--- src/verilog/ims_regs.svh ---
`ifndef IMS_REGS_SVH
`define IMS_REGS_SVH
// ----------------------------------------
// register byte offsets
// ----------------------------------------
`define IMS_OFF_CTRL 8'h00
`define IMS_OFF_STAT 8'h04
`define IMS_OFF_BAUD 8'h08
`define IMS_OFF_BUF 8'h0c
// ----------------------------------------
// control_two fields
// ----------------------------------------
`define IMS_CTRL_START 0
`define IMS_CTRL_RESTART 1
`define IMS_CTRL_STOP 2
`define IMS_CTRL_RECV 3
`define IMS_CTRL_ACKSEQ 4
`define IMS_CTRL_ACKVAL 5
`define IMS_CTRL_ACK_STATUS 6
// ----------------------------------------
// serial_status fields
// ----------------------------------------
`define IMS_STAT_BF 0
`define IMS_STAT_WRITE_COLLISION 1
`define IMS_STAT_OVF 2
`define IMS_STAT_EVT 3
`define IMS_STAT_BCOL 4
`define IMS_STAT_SSEEN 5
`define IMS_STAT_BUSY 6
// ----------------------------------------
// reset values and bit counts
// ----------------------------------------
`define IMS_BAUD_RST 8'h09
`define IMS_LAST_BIT 4'h7
`define IMS_ACK_BIT 4'h8
`endif
--- src/verilog/ims_pkg.sv ---
package ims_pkg;
  // ----------------------------------------
  // sequencer states, one-hot
  // ----------------------------------------
  typedef enum logic [14:0] {
    IMS_IDLE    = 15'h0001,
    IMS_ST_A    = 15'h0002,
    IMS_ST_B    = 15'h0004,
    IMS_RS_A    = 15'h0008,
    IMS_RS_B    = 15'h0010,
    IMS_RS_C    = 15'h0020,
    IMS_TX_LO   = 15'h0040,
    IMS_TX_HI   = 15'h0080,
    IMS_RX_LO   = 15'h0100,
    IMS_RX_HI   = 15'h0200,
    IMS_ACK_LO  = 15'h0400,
    IMS_ACK_HI  = 15'h0800,
    IMS_SP_LO   = 15'h1000,
    IMS_SP_HI   = 15'h2000,
    IMS_SP_END  = 15'h4000
  } ims_fsm_t;

  // ----------------------------------------
  // apb request bundle
  // ----------------------------------------
  typedef struct packed {
    logic sel;
    logic en;
    logic wr;
    logic [7:0] addr;
    logic [31:0] wdata;
  } ims_apb_req_t;

  // ----------------------------------------
  // whole module state
  // ----------------------------------------
  typedef struct packed {
    ims_fsm_t fsm;
    logic [7:0] cnt;
    logic [3:0] bitcnt;
    logic wait_hi;
    logic wait_lo;
    logic scl_low;
    logic sda_low;
    logic [7:0] shift;
    logic [7:0] tbuf;
    logic [7:0] baud;
    logic req_start;
    logic req_restart;
    logic req_stop;
    logic req_recv;
    logic req_ack;
    logic ack_value;
    logic ack_status;
    logic bf;
    logic write_collision;
    logic ovf;
    logic evt;
    logic bcol;
    logic sseen;
    logic [31:0] rdata;
    logic [1:0] scl_sync;
    logic [1:0] sda_sync;
  } ims_state_t;
endpackage

--- src/verilog/ims_master_seq.sv ---
// Function
// RULE_01 - start with both lines high reloads baud counter and counts
// RULE_02 - at timeout with lines high pull data low, set start seen
// RULE_03 - one more baud period, then clear start request, stop, keep data low
// RULE_04 - a low line at start or early clock low flags collision, go idle
// RULE_05 - restart request taken only when sequencer idle, else ignored
// RULE_06 - restart: clock low, count, release data, then release clock, reload; here data is released together with clock low, before the count
// RULE_07 - both high one period, data low one period, clock low, clear request
// RULE_08 - start seen set at detection, event flag only at timeout
// RULE_09 - restart collision on data low at clock rise or early clock fall
// RULE_10 - buffer write sets buffer full and starts the byte
// RULE_11 - bit placed after clock falls; clock low one period, high one period
// RULE_12 - after eighth falling clock clear buffer full and release data
// RULE_13 - ninth clock captures acknowledge into ack status
// RULE_14 - after ninth clock raise event, hold clock low until next write
// RULE_15 - buffer write while busy sets write collision, buffer untouched
// RULE_16 - receive request ignored unless sequencer idle
// RULE_17 - receive toggles clock per rollover and shifts data in
// RULE_18 - eighth receive fall: clear request, load buffer, flags, hold clock
// RULE_19 - reading the buffer clears buffer full
// RULE_20 - byte completing while buffer full sets receive overflow
// RULE_21 - software picks ack value and requests the ack sequence
// RULE_22 - software orders start, address, data, then stop or restart
// RULE_23 - released clock pauses counter until sampled high, then reloads
// RULE_24 - baud period is one full countdown from the reload value
//
// The placing of the registers and the APB register port were chosen for this implementation.
`timescale 1ns/10ps
`include "ims_regs.svh"
module ims_master_seq
(
  // clock and reset
  input wire logic CLOCK_I,
  input wire logic RST_B_I,
  // apb slave
  input wire logic PSEL_I,
  input wire logic PENABLE_I,
  input wire logic PWRITE_I,
  input wire logic [7:0] PADDR_I,
  input wire logic [31:0] PWDATA_I,
  output logic [31:0] PRDATA_O,
  output logic PREADY_O,
  output logic PSLVERR_O,
  // two-wire bus, open drain
  input wire logic SCL_I,
  output logic SCL_O,
  output logic SCL_OE_B_O,
  input wire logic SDA_I,
  output logic SDA_O,
  output logic SDA_OE_B_O
);
  ims_pkg::ims_state_t s;
  ims_pkg::ims_state_t n;
  ims_pkg::ims_apb_req_t req;
  logic scl_s;
  logic sda_s;
  logic tick;
  logic mapped;
  logic setup;
  logic wr;
  logic rd;
  logic idle_ok;
  logic abort;

  assign req = '{sel: PSEL_I, en: PENABLE_I, wr: PWRITE_I, addr: PADDR_I, wdata: PWDATA_I};
  assign scl_s = s.scl_sync[1];
  assign sda_s = s.sda_sync[1];
  // ----------------------------------------
  // baud period ends when counter hits zero
  // ----------------------------------------
  // RULE_24 full countdown
  assign tick = (s.cnt == 8'h00) && !s.wait_hi && !s.wait_lo;
  assign mapped = (req.addr == `IMS_OFF_CTRL) || (req.addr == `IMS_OFF_STAT) ||
                  (req.addr == `IMS_OFF_BAUD) || (req.addr == `IMS_OFF_BUF);
  assign setup = req.sel && !req.en;
  assign wr = req.sel && req.en && req.wr && mapped;
  assign rd = req.sel && req.en && !req.wr && mapped;
  // RULE_05 idle only
  assign idle_ok = (s.fsm == ims_pkg::IMS_IDLE) && !s.req_start && !s.req_restart &&
                   !s.req_stop && !s.req_recv && !s.req_ack;

  // ----------------------------------------
  // next state
  // ----------------------------------------
  always_comb
  begin
    n = s;
    abort = 1'b0;
    n.scl_sync = {s.scl_sync[0], SCL_I};
    n.sda_sync = {s.sda_sync[0], SDA_I};
    // RULE_23 pause while released
    if (s.wait_hi)
    begin
      n.cnt = s.baud;
      if (scl_s)
      begin
        n.wait_hi = 1'b0;
      end
    end
    else if (s.wait_lo)
    begin
      n.cnt = s.baud;
      if (!scl_s)
      begin
        n.wait_lo = 1'b0;
      end
    end
    else if (s.fsm == ims_pkg::IMS_IDLE || tick)
    begin
      n.cnt = s.baud;
    end
    else
    begin
      n.cnt = s.cnt - 8'h01;
    end

    // register reads are captured in setup, so the data leaves a flop
    if (setup)
    begin
      case (req.addr)
        `IMS_OFF_CTRL:
        begin
          n.rdata = '0;
          n.rdata[`IMS_CTRL_START] = s.req_start;
          n.rdata[`IMS_CTRL_RESTART] = s.req_restart;
          n.rdata[`IMS_CTRL_STOP] = s.req_stop;
          n.rdata[`IMS_CTRL_RECV] = s.req_recv;
          n.rdata[`IMS_CTRL_ACKSEQ] = s.req_ack;
          n.rdata[`IMS_CTRL_ACKVAL] = s.ack_value;
          n.rdata[`IMS_CTRL_ACK_STATUS] = s.ack_status;
        end
        `IMS_OFF_STAT:
        begin
          n.rdata = '0;
          n.rdata[`IMS_STAT_BF] = s.bf;
          n.rdata[`IMS_STAT_WRITE_COLLISION] = s.write_collision;
          n.rdata[`IMS_STAT_OVF] = s.ovf;
          n.rdata[`IMS_STAT_EVT] = s.evt;
          n.rdata[`IMS_STAT_BCOL] = s.bcol;
          n.rdata[`IMS_STAT_SSEEN] = s.sseen;
          n.rdata[`IMS_STAT_BUSY] = !idle_ok;
        end
        `IMS_OFF_BAUD: n.rdata = {24'h000000, s.baud};
        `IMS_OFF_BUF: n.rdata = {24'h000000, s.tbuf};
        default: n.rdata = '0;
      endcase
    end

    // ----------------------------------------
    // register writes; status clears come first so hardware sets win
    // ----------------------------------------
    if (wr && req.addr == `IMS_OFF_CTRL)
    begin
      n.ack_value = req.wdata[`IMS_CTRL_ACKVAL];
      // RULE_05 restart ignored when busy
      // RULE_16 receive ignored when busy
      if (idle_ok)
      begin
        n.req_start = req.wdata[`IMS_CTRL_START];
        n.req_restart = req.wdata[`IMS_CTRL_RESTART];
        n.req_stop = req.wdata[`IMS_CTRL_STOP];
        n.req_recv = req.wdata[`IMS_CTRL_RECV];
        n.req_ack = req.wdata[`IMS_CTRL_ACKSEQ];
      end
    end
    if (wr && req.addr == `IMS_OFF_STAT)
    begin
      n.write_collision = s.write_collision && !req.wdata[`IMS_STAT_WRITE_COLLISION];
      n.ovf = s.ovf && !req.wdata[`IMS_STAT_OVF];
      n.evt = s.evt && !req.wdata[`IMS_STAT_EVT];
      n.bcol = s.bcol && !req.wdata[`IMS_STAT_BCOL];
      n.sseen = s.sseen && !req.wdata[`IMS_STAT_SSEEN];
    end
    if (wr && req.addr == `IMS_OFF_BAUD)
    begin
      n.baud = req.wdata[7:0];
    end
    if (wr && req.addr == `IMS_OFF_BUF)
    begin
      // RULE_10 load and go
      if (idle_ok)
      begin
        n.tbuf = req.wdata[7:0];
        n.shift = req.wdata[7:0];
        n.bf = 1'b1;
        n.fsm = ims_pkg::IMS_TX_LO;
        n.bitcnt = 4'h0;
        n.scl_low = 1'b1;
        n.sda_low = !req.wdata[7];
        n.cnt = s.baud;
      end
      // RULE_15 refused write
      else
      begin
        n.write_collision = 1'b1;
      end
    end
    // RULE_19 read clears full
    if (rd && req.addr == `IMS_OFF_BUF)
    begin
      n.bf = 1'b0;
    end

    // ----------------------------------------
    // bus sequencer
    // ----------------------------------------
    case (s.fsm)
      ims_pkg::IMS_IDLE:
      begin
        if (s.req_start)
        begin
          // RULE_01 reload and count
          if (sda_s && scl_s)
          begin
            n.fsm = ims_pkg::IMS_ST_A;
            n.scl_low = 1'b0;
            n.sda_low = 1'b0;
          end
          // RULE_04 line already low
          else
          begin
            abort = 1'b1;
          end
        end
        // RULE_06 clock low, data released
        else if (s.req_restart)
        begin
          n.fsm = ims_pkg::IMS_RS_A;
          n.scl_low = 1'b1;
          n.sda_low = 1'b0;
          n.wait_lo = 1'b1;
        end
        else if (s.req_stop)
        begin
          n.fsm = ims_pkg::IMS_SP_LO;
          n.scl_low = 1'b1;
          n.sda_low = 1'b1;
        end
        else if (s.req_recv)
        begin
          n.fsm = ims_pkg::IMS_RX_LO;
          n.scl_low = 1'b1;
          n.sda_low = 1'b0;
          n.bitcnt = 4'h0;
        end
        else if (s.req_ack)
        begin
          n.fsm = ims_pkg::IMS_ACK_LO;
          n.scl_low = 1'b1;
          n.sda_low = !s.ack_value;
        end
      end
      ims_pkg::IMS_ST_A:
      begin
        // RULE_04 clock low early
        if (!scl_s)
        begin
          abort = 1'b1;
        end
        // RULE_02 drive start
        else if (tick)
        begin
          if (sda_s)
          begin
            n.sda_low = 1'b1;
            n.sseen = 1'b1;
            n.fsm = ims_pkg::IMS_ST_B;
          end
          else
          begin
            abort = 1'b1;
          end
        end
      end
      ims_pkg::IMS_ST_B:
      begin
        // RULE_03 finish start
        // RULE_08 event at timeout
        if (tick)
        begin
          n.req_start = 1'b0;
          n.evt = 1'b1;
          n.fsm = ims_pkg::IMS_IDLE;
        end
      end
      ims_pkg::IMS_RS_A:
      begin
        // RULE_06 release clock
        if (tick)
        begin
          if (sda_s)
          begin
            n.scl_low = 1'b0;
            n.wait_hi = 1'b1;
            n.fsm = ims_pkg::IMS_RS_B;
          end
          else
          begin
            abort = 1'b1;
          end
        end
      end
      ims_pkg::IMS_RS_B:
      begin
        // RULE_09 data low at rise, or clock dropped
        if ((s.wait_hi && scl_s && !sda_s) || (!s.wait_hi && !scl_s))
        begin
          abort = 1'b1;
        end
        // RULE_07 start under high clock
        // RULE_08 seen at detection
        else if (tick)
        begin
          n.sda_low = 1'b1;
          n.sseen = 1'b1;
          n.fsm = ims_pkg::IMS_RS_C;
        end
      end
      ims_pkg::IMS_RS_C:
      begin
        // RULE_09 clock dropped before end
        if (!scl_s)
        begin
          abort = 1'b1;
        end
        // RULE_07 clock low, clear request
        else if (tick)
        begin
          n.scl_low = 1'b1;
          n.req_restart = 1'b0;
          n.evt = 1'b1;
          n.fsm = ims_pkg::IMS_IDLE;
        end
      end
      ims_pkg::IMS_TX_LO, ims_pkg::IMS_RX_LO, ims_pkg::IMS_ACK_LO, ims_pkg::IMS_SP_LO:
      begin
        // RULE_11 low phase, then release
        // RULE_17 toggle on rollover
        if (tick)
        begin
          n.scl_low = 1'b0;
          n.wait_hi = 1'b1;
          n.fsm = ims_pkg::ims_fsm_t'({s.fsm[13:0], 1'b0});
        end
      end
      ims_pkg::IMS_TX_HI:
      begin
        if (s.wait_hi && scl_s)
        begin
          // RULE_13 capture acknowledge
          if (s.bitcnt == `IMS_ACK_BIT)
          begin
            n.ack_status = sda_s;
          end
          // a released one read back as zero means lost arbitration
          else if (!s.sda_low && !sda_s)
          begin
            abort = 1'b1;
          end
        end
        else if (tick)
        begin
          n.scl_low = 1'b1;
          n.bitcnt = s.bitcnt + 4'h1;
          n.fsm = ims_pkg::IMS_TX_LO;
          // RULE_14 event and hold clock low
          if (s.bitcnt == `IMS_ACK_BIT)
          begin
            n.evt = 1'b1;
            n.fsm = ims_pkg::IMS_IDLE;
          end
          // RULE_12 release for acknowledge
          else if (s.bitcnt == `IMS_LAST_BIT)
          begin
            n.bf = 1'b0;
            n.sda_low = 1'b0;
          end
          // RULE_11 next bit after fall
          else
          begin
            n.shift = {s.shift[6:0], 1'b0};
            n.sda_low = !s.shift[6];
          end
        end
      end
      ims_pkg::IMS_RX_HI:
      begin
        // RULE_17 shift sampled data
        if (s.wait_hi && scl_s)
        begin
          n.shift = {s.shift[6:0], sda_s};
        end
        else if (tick)
        begin
          n.scl_low = 1'b1;
          n.bitcnt = s.bitcnt + 4'h1;
          n.fsm = ims_pkg::IMS_RX_LO;
          // RULE_18 byte complete
          if (s.bitcnt == `IMS_LAST_BIT)
          begin
            n.req_recv = 1'b0;
            n.tbuf = s.shift;
            n.bf = 1'b1;
            n.evt = 1'b1;
            n.fsm = ims_pkg::IMS_IDLE;
            // RULE_20 previous byte unread
            if (s.bf)
            begin
              n.ovf = 1'b1;
            end
          end
        end
      end
      ims_pkg::IMS_ACK_HI:
      begin
        if (tick)
        begin
          n.scl_low = 1'b1;
          n.req_ack = 1'b0;
          n.evt = 1'b1;
          n.fsm = ims_pkg::IMS_IDLE;
        end
      end
      ims_pkg::IMS_SP_HI:
      begin
        if (tick)
        begin
          n.sda_low = 1'b0;
          n.fsm = ims_pkg::IMS_SP_END;
        end
      end
      ims_pkg::IMS_SP_END:
      begin
        if (tick)
        begin
          n.req_stop = 1'b0;
          n.evt = 1'b1;
          n.fsm = ims_pkg::IMS_IDLE;
        end
      end
      default:
      begin
        n.fsm = ims_pkg::IMS_IDLE;
      end
    endcase

    // collision: lines released, every request dropped, shifting halted
    if (abort)
    begin
      n.bcol = 1'b1;
      n.fsm = ims_pkg::IMS_IDLE;
      n.scl_low = 1'b0;
      n.sda_low = 1'b0;
      n.wait_hi = 1'b0;
      n.wait_lo = 1'b0;
      n.bf = 1'b0;
      n.req_start = 1'b0;
      n.req_restart = 1'b0;
      n.req_stop = 1'b0;
      n.req_recv = 1'b0;
      n.req_ack = 1'b0;
    end
  end

  // ----------------------------------------
  // state register
  // ----------------------------------------
  always_ff @(posedge CLOCK_I)
  begin
    if (!RST_B_I)
    begin
      s <= '0;
      s.fsm <= ims_pkg::IMS_IDLE;
      s.baud <= `IMS_BAUD_RST;
      s.cnt <= `IMS_BAUD_RST;
      s.scl_sync <= 2'h3;
      s.sda_sync <= 2'h3;
    end
    else
    begin
      s <= n;
    end
  end

  // ----------------------------------------
  // outputs
  // ----------------------------------------
  assign PRDATA_O = s.rdata;
  assign PREADY_O = 1'b1;
  assign PSLVERR_O = req.sel && req.en && !mapped;
  assign SCL_O = 1'b0;
  assign SDA_O = 1'b0;
  assign SCL_OE_B_O = !s.scl_low;
  assign SDA_OE_B_O = !s.sda_low;

  // ----------------------------------------
  // checks
  // ----------------------------------------
  a_start_reload: assert property (@(posedge CLOCK_I) disable iff (!RST_B_I) // RULE_01
    (s.fsm == ims_pkg::IMS_IDLE && s.req_start && sda_s && scl_s)
    |=> (s.fsm == ims_pkg::IMS_ST_A && s.cnt == s.baud))
    else $error("start did not reload baud counter");
  a_start_drive: assert property (@(posedge CLOCK_I) disable iff (!RST_B_I) // RULE_02
    (s.fsm == ims_pkg::IMS_ST_A && tick && sda_s && scl_s)
    |=> (!SDA_OE_B_O && SCL_OE_B_O && s.sseen && !s.evt))
    else $error("start condition not driven");
  a_start_done: assert property (@(posedge CLOCK_I) disable iff (!RST_B_I) // RULE_03
    (s.fsm == ims_pkg::IMS_ST_B && tick)
    |=> (!s.req_start && s.evt && !SDA_OE_B_O && s.fsm == ims_pkg::IMS_IDLE)[*2])
    else $error("start did not complete");
  a_start_coll: assert property (@(posedge CLOCK_I) disable iff (!RST_B_I) // RULE_04
    (s.fsm == ims_pkg::IMS_IDLE && s.req_start && !(sda_s && scl_s))
    |=> (s.bcol && !s.req_start && SDA_OE_B_O && SCL_OE_B_O))
    else $error("start collision missed");
  a_tx_load: assert property (@(posedge CLOCK_I) disable iff (!RST_B_I) // RULE_10
    (wr && req.addr == `IMS_OFF_BUF && idle_ok)
    |=> (s.bf && s.fsm == ims_pkg::IMS_TX_LO && s.tbuf == $past(req.wdata[7:0])))
    else $error("buffer write did not start byte");
  a_ack_capture: assert property (@(posedge CLOCK_I) disable iff (!RST_B_I) // RULE_13
    (s.fsm == ims_pkg::IMS_TX_HI && s.bitcnt == `IMS_ACK_BIT && s.wait_hi && scl_s)
    |=> (s.ack_status == $past(sda_s)))
    else $error("acknowledge not captured");
  a_tx_end: assert property (@(posedge CLOCK_I) disable iff (!RST_B_I) // RULE_14
    (s.fsm == ims_pkg::IMS_TX_HI && tick && s.bitcnt == `IMS_ACK_BIT)
    |=> (s.evt && !SCL_OE_B_O && s.fsm == ims_pkg::IMS_IDLE))
    else $error("byte end not flagged");
  a_write_collision_set: assert property (@(posedge CLOCK_I) disable iff (!RST_B_I) // RULE_15
    (wr && req.addr == `IMS_OFF_BUF && !idle_ok)
    |=> (s.write_collision && $stable(s.tbuf)))
    else $error("refused write changed buffer");
  a_rx_done: assert property (@(posedge CLOCK_I) disable iff (!RST_B_I) // RULE_18
    (s.fsm == ims_pkg::IMS_RX_HI && tick && s.bitcnt == `IMS_LAST_BIT)
    |=> (s.bf && s.evt && !s.req_recv && !SCL_OE_B_O && s.tbuf == $past(s.shift)))
    else $error("received byte not delivered");
  a_rx_ovf: assert property (@(posedge CLOCK_I) disable iff (!RST_B_I) // RULE_20
    (s.fsm == ims_pkg::IMS_RX_HI && tick && s.bitcnt == `IMS_LAST_BIT && s.bf)
    |=> s.ovf)
    else $error("overflow not flagged");
  a_hi_pause: assert property (@(posedge CLOCK_I) disable iff (!RST_B_I) // RULE_23
    (s.wait_hi && !scl_s) |=> (s.cnt == s.baud && $stable(s.fsm)))
    else $error("counter ran while clock held low");
endmodule

--- config.mk ---
export PLATFORM = sky130hd
export DESIGN_NAME = ims_master_seq
export DESIGN_NICKNAME = d
export VERILOG_FILES = /design/src/verilog/ims_pkg.sv /design/src/verilog/ims_master_seq.sv
export VERILOG_INCLUDE_DIRS = /design/src /design/src/verilog
export SDC_FILE = /design/constraint.sdc
export NUM_CORES = 1
export LEC_CHECK = 0
export CAP_MARGIN = 30
export CORE_MARGIN = 3
export CORE_UTILIZATION = 35
export CTS_BUF_LIST = sky130_fd_sc_hd__clkbuf_8
export CTS_CLUSTER_DIAMETER = 150
export DETAILED_ROUTE_END_ITERATION = 12
export DONT_BUFFER_PORTS = 1
export HOLD_SLACK_MARGIN = 0.1
export PLACE_DENSITY = 0.59
export SYNTH_ARGS = -nofsm -noshare
export SYNTH_HDL_FRONTEND = slang
export SYNTH_SLANG_ARGS = --single-unit
export TNS_END_PERCENT = 20
--- constraint.sdc ---
create_clock -name CLOCK_I -period 3.2 [get_ports CLOCK_I]
set_input_delay 0.32 -clock CLOCK_I [delete_from_list [all_inputs] [get_ports CLOCK_I]]
set_output_delay 0.32 -clock CLOCK_I [all_outputs]
set_load 0.05 [all_outputs]
==> results.tsv <==
stage	metric	value	unit
worst_setup_path	Worst setup EP type	flip-flop	
status	outcome	completed	
yosys	Most used DFF post-synth	dfxtp_1	
floorplan	row cnt	42	
sta	Final Max Slew Viols	0	
grt	vias in the first global route	4037	
floorplan	Core Area	13300	sq um
worst_setup_path	crit path DAT	3.09	ns
yosys	Distinct cells, synth	63	
grt	global-route wire length before repair	22600	um
cells_and_area	share of cells above drive strength 1	11.5	%
sta	Max-slew headroom	43.0	%
sta	Setup violations, final	0	
grt	largest net degree at the start of global routing	26	
clocking	Max Buffers Root-to-Sink	2	
routing	Via density	5.80	
worst_setup_path	Worst setup SP type	flip-flop	
pwr	Pwr Density	398	nW/um^2
sta	worst hold slack	0.116	ns
clocking	H-tree depth	3	
sta	Slew @ Worst Pin	0.849	ns
yosys	Synth warnings	0	
routing	Final ANT Viol Nets	0	
cells_and_area	Area growth syn-to-layout	8.25	%
yosys	Synth Cell Area	4790	sq um
yosys	flops & latches, synth	80	
yosys	most instantiated cells after synthesis	80 x dfxtp_1, 62 x nand2_1, 59 x nor2_1	
yosys	Synth top area share	33.4	%
yosys	number of synthesized flops with an enable pin	0	
worst_setup_path	r2r setup slk	0.34	ns
clocking	Clk Latency, worst-skew pair	0.38	ns
clocking	CTS buffer count	9	
yosys	asr flop ratio synth	0	%
min_path	Hold Path Class	in2reg	
routing	vias	4458	
floorplan	Die Ht	123	um
worst_setup_path	CP Class	reg2reg	
routing	DRC	0	
sta	Clock Skew	0.0160	ns
floorplan	area of the die	15100	sq um
sta	RSZ-0062 raised after global routing	no	
routing	final wirelength	14700	um
floorplan	Initial Utilization	36.0	%
flow_run	maxcap violations	0	
yosys	Area contributors post-synth	dfxtp_1 33%, buf_4 6.0%, nand2_1 4.9%, nor2_1 4.6%, a21oi_1 4.0%	
sta	Final period util	89.2	%
routing	drt pass-1 iters	5	
yosys	biggest area consumer among synthesized cells	dfxtp_1	
yosys	most frequent cell after synthesis	dfxtp_1	
clocking	TritonCTS Sinks	80	
routing	DRT iter0 DRCs	526	
placement	GPL Wtd Cong	0.971	
sta	min cycle time layout	2.86	ns
sta	Max Freq	350	MHz
floorplan	io pins	85	
grt	initial antenna violation count	0	
pwr	Leakage	1.90	nW
worst_setup_path	worst-path maximum fanout	17	
placement	DP HPWL	11100	um
cells_and_area	final net count	638	
pwr	Peak VDD IR	208	uV
cells_and_area	ANT cells	0	
sta	Final Hold Fails	0	
grt	GRT Util Overall	19.5	%
placement	port buffer count	0	
yosys	Cells after Synth	588	
sta	Post-Route Setup TNS	0	ns
yosys	syn_area_per_cell	8.15	sq um
routing	wire per inst	19.2	um
grt	total gr overflow	0	
clocking	CTS tree	built	
clocking	clock slew at reported path FFs	0.09	ns
yosys	sequential element share of the synthesized area	33.4	%
floorplan	Die Wd	123	um
clocking	clock root cell	clkbuf_8	
clocking	post-CTS setup buffers	0	
worst_setup_path	critical path required time	3.43	ns
## where the power goes
part | total, W | switching, W | internal (W)
Clock | 0.000801 | 0.000431 | 0.000370
Sequential | 0.00101 | 0.0000109 | 0.00100
Combinational | 0.000250 | 0.000177 | 0.0000732
## registers in the layout, indices dropped and copies added (netlist names)
signal and flops:
PRDATA_O 8, n 2, s 70
## cell usage in the layout, fill, tap and decap left out, drive strengths merged, types with 4 or more instances in the layout
cell | Yosys | layout
a211oi | 7 | 7
a21oi | 38 | 38
a22oi | 15 | 15
a31oi | 21 | 21
and2 | 4 | 4
and3 | 6 | 6
buf | 55 | 22
clkbuf | 16 | 9
conb | 2 | 27
dfxtp | 80 | 80
dlygate4sd3 | 0 | 13
inv | 17 | 20
mux2i | 9 | 9
mux4 | 7 | 7
nand2 | 62 | 62
nand2b | 8 | 8
nand3 | 12 | 12
nand4 | 19 | 19
nor2 | 59 | 59
nor2b | 4 | 4
nor3 | 17 | 17
nor3b | 5 | 5
nor4 | 16 | 16
nor4b | 9 | 9
o21ai | 31 | 31
or2 | 5 | 5
or3 | 9 | 9
or4 | 6 | 6
xnor2 | 6 | 6
xor2 | 5 | 5
## critical path, cell delays in order (launching register included)
cell and delay (ns):
dfxtp_1 0.40, nor4_4 0.79, nand3_2 0.28, or3_1 0.45, o32a_1 0.50, o21ai_1 0.23
a31oi_1 0.07
## worst paths after layout
| path | to | depth (start not counted) | start |
|---|---|---|---|
| worst max-delay path | s[69] | 6 | s[98] |
| worst min-delay path | s[69] | 2 | RST_B_I |
| worst max register to register | s[69] | 6 | s[98] |
| worst min register to register | s[1] | 1 | n[1] |
## layer usage
layer / wire, um / track usage, %
met5: 0 / 0
met2: 6640 / 30.7
met3: 1230 / 3.11
met1: 6350 / 26.4
met4: 520 / 9.07
## cell families (layout without fill, tap and decap cells)
logic type      after synthesis  count (layout)  share of synthesized area (%)
fa+ha+maj                     3               3                          0.784
mux                          18              18                           5.72
xor+xnor                     11              11                           2.01
other cells                   2              27                          0.157
buf+inv                      88              68                           10.4
flops                        80              80                           33.4
compound gates              137             137                           18.0
simple gates                249             249                           29.4
## cell type report
class                      count  area [sq um]
inverter                      17          63.8
clock inverter                 7          78.8
tap                          176           220
multi-input combinational    445          2780
sequential                    80          1600
clock buffer                   9           124
fill                        1357          8110
timing repair buffer          35           315
## metrics by stage
| stage | setup WS (ns) | util [%] | total power (W) | instances | instance area, sq um |
|---|---|---|---|---|---|
| finish | 0.345 | 39.0 | 0.00207 | 769 | 5190 |
| floorplan | 0.918 | - | 0.00125 | 613 | 4880 |
| detailed placement | 0.334 | 36.5 | 0.00127 | 740 | 4850 |
| global route | 0.0577 | 39.0 | 0.00214 | 769 | 5190 |
| global placement | 0.337 | 36.3 | 0.00126 | 739 | 4830 |
| CTS | 0.321 | 39.0 | 0.00208 | 769 | 5190 |
## repair_timing
| item | CTS | global route |
|---|---|---|
| hold endpoints to repair | 31 | 0 |
| hold buffers | 13 | 0 |
| gates resized for setup | 0 | 0 |
| setup endpoints to repair | 0 | 1 |
Note: power is estimated with default switching activity, not from simulation.
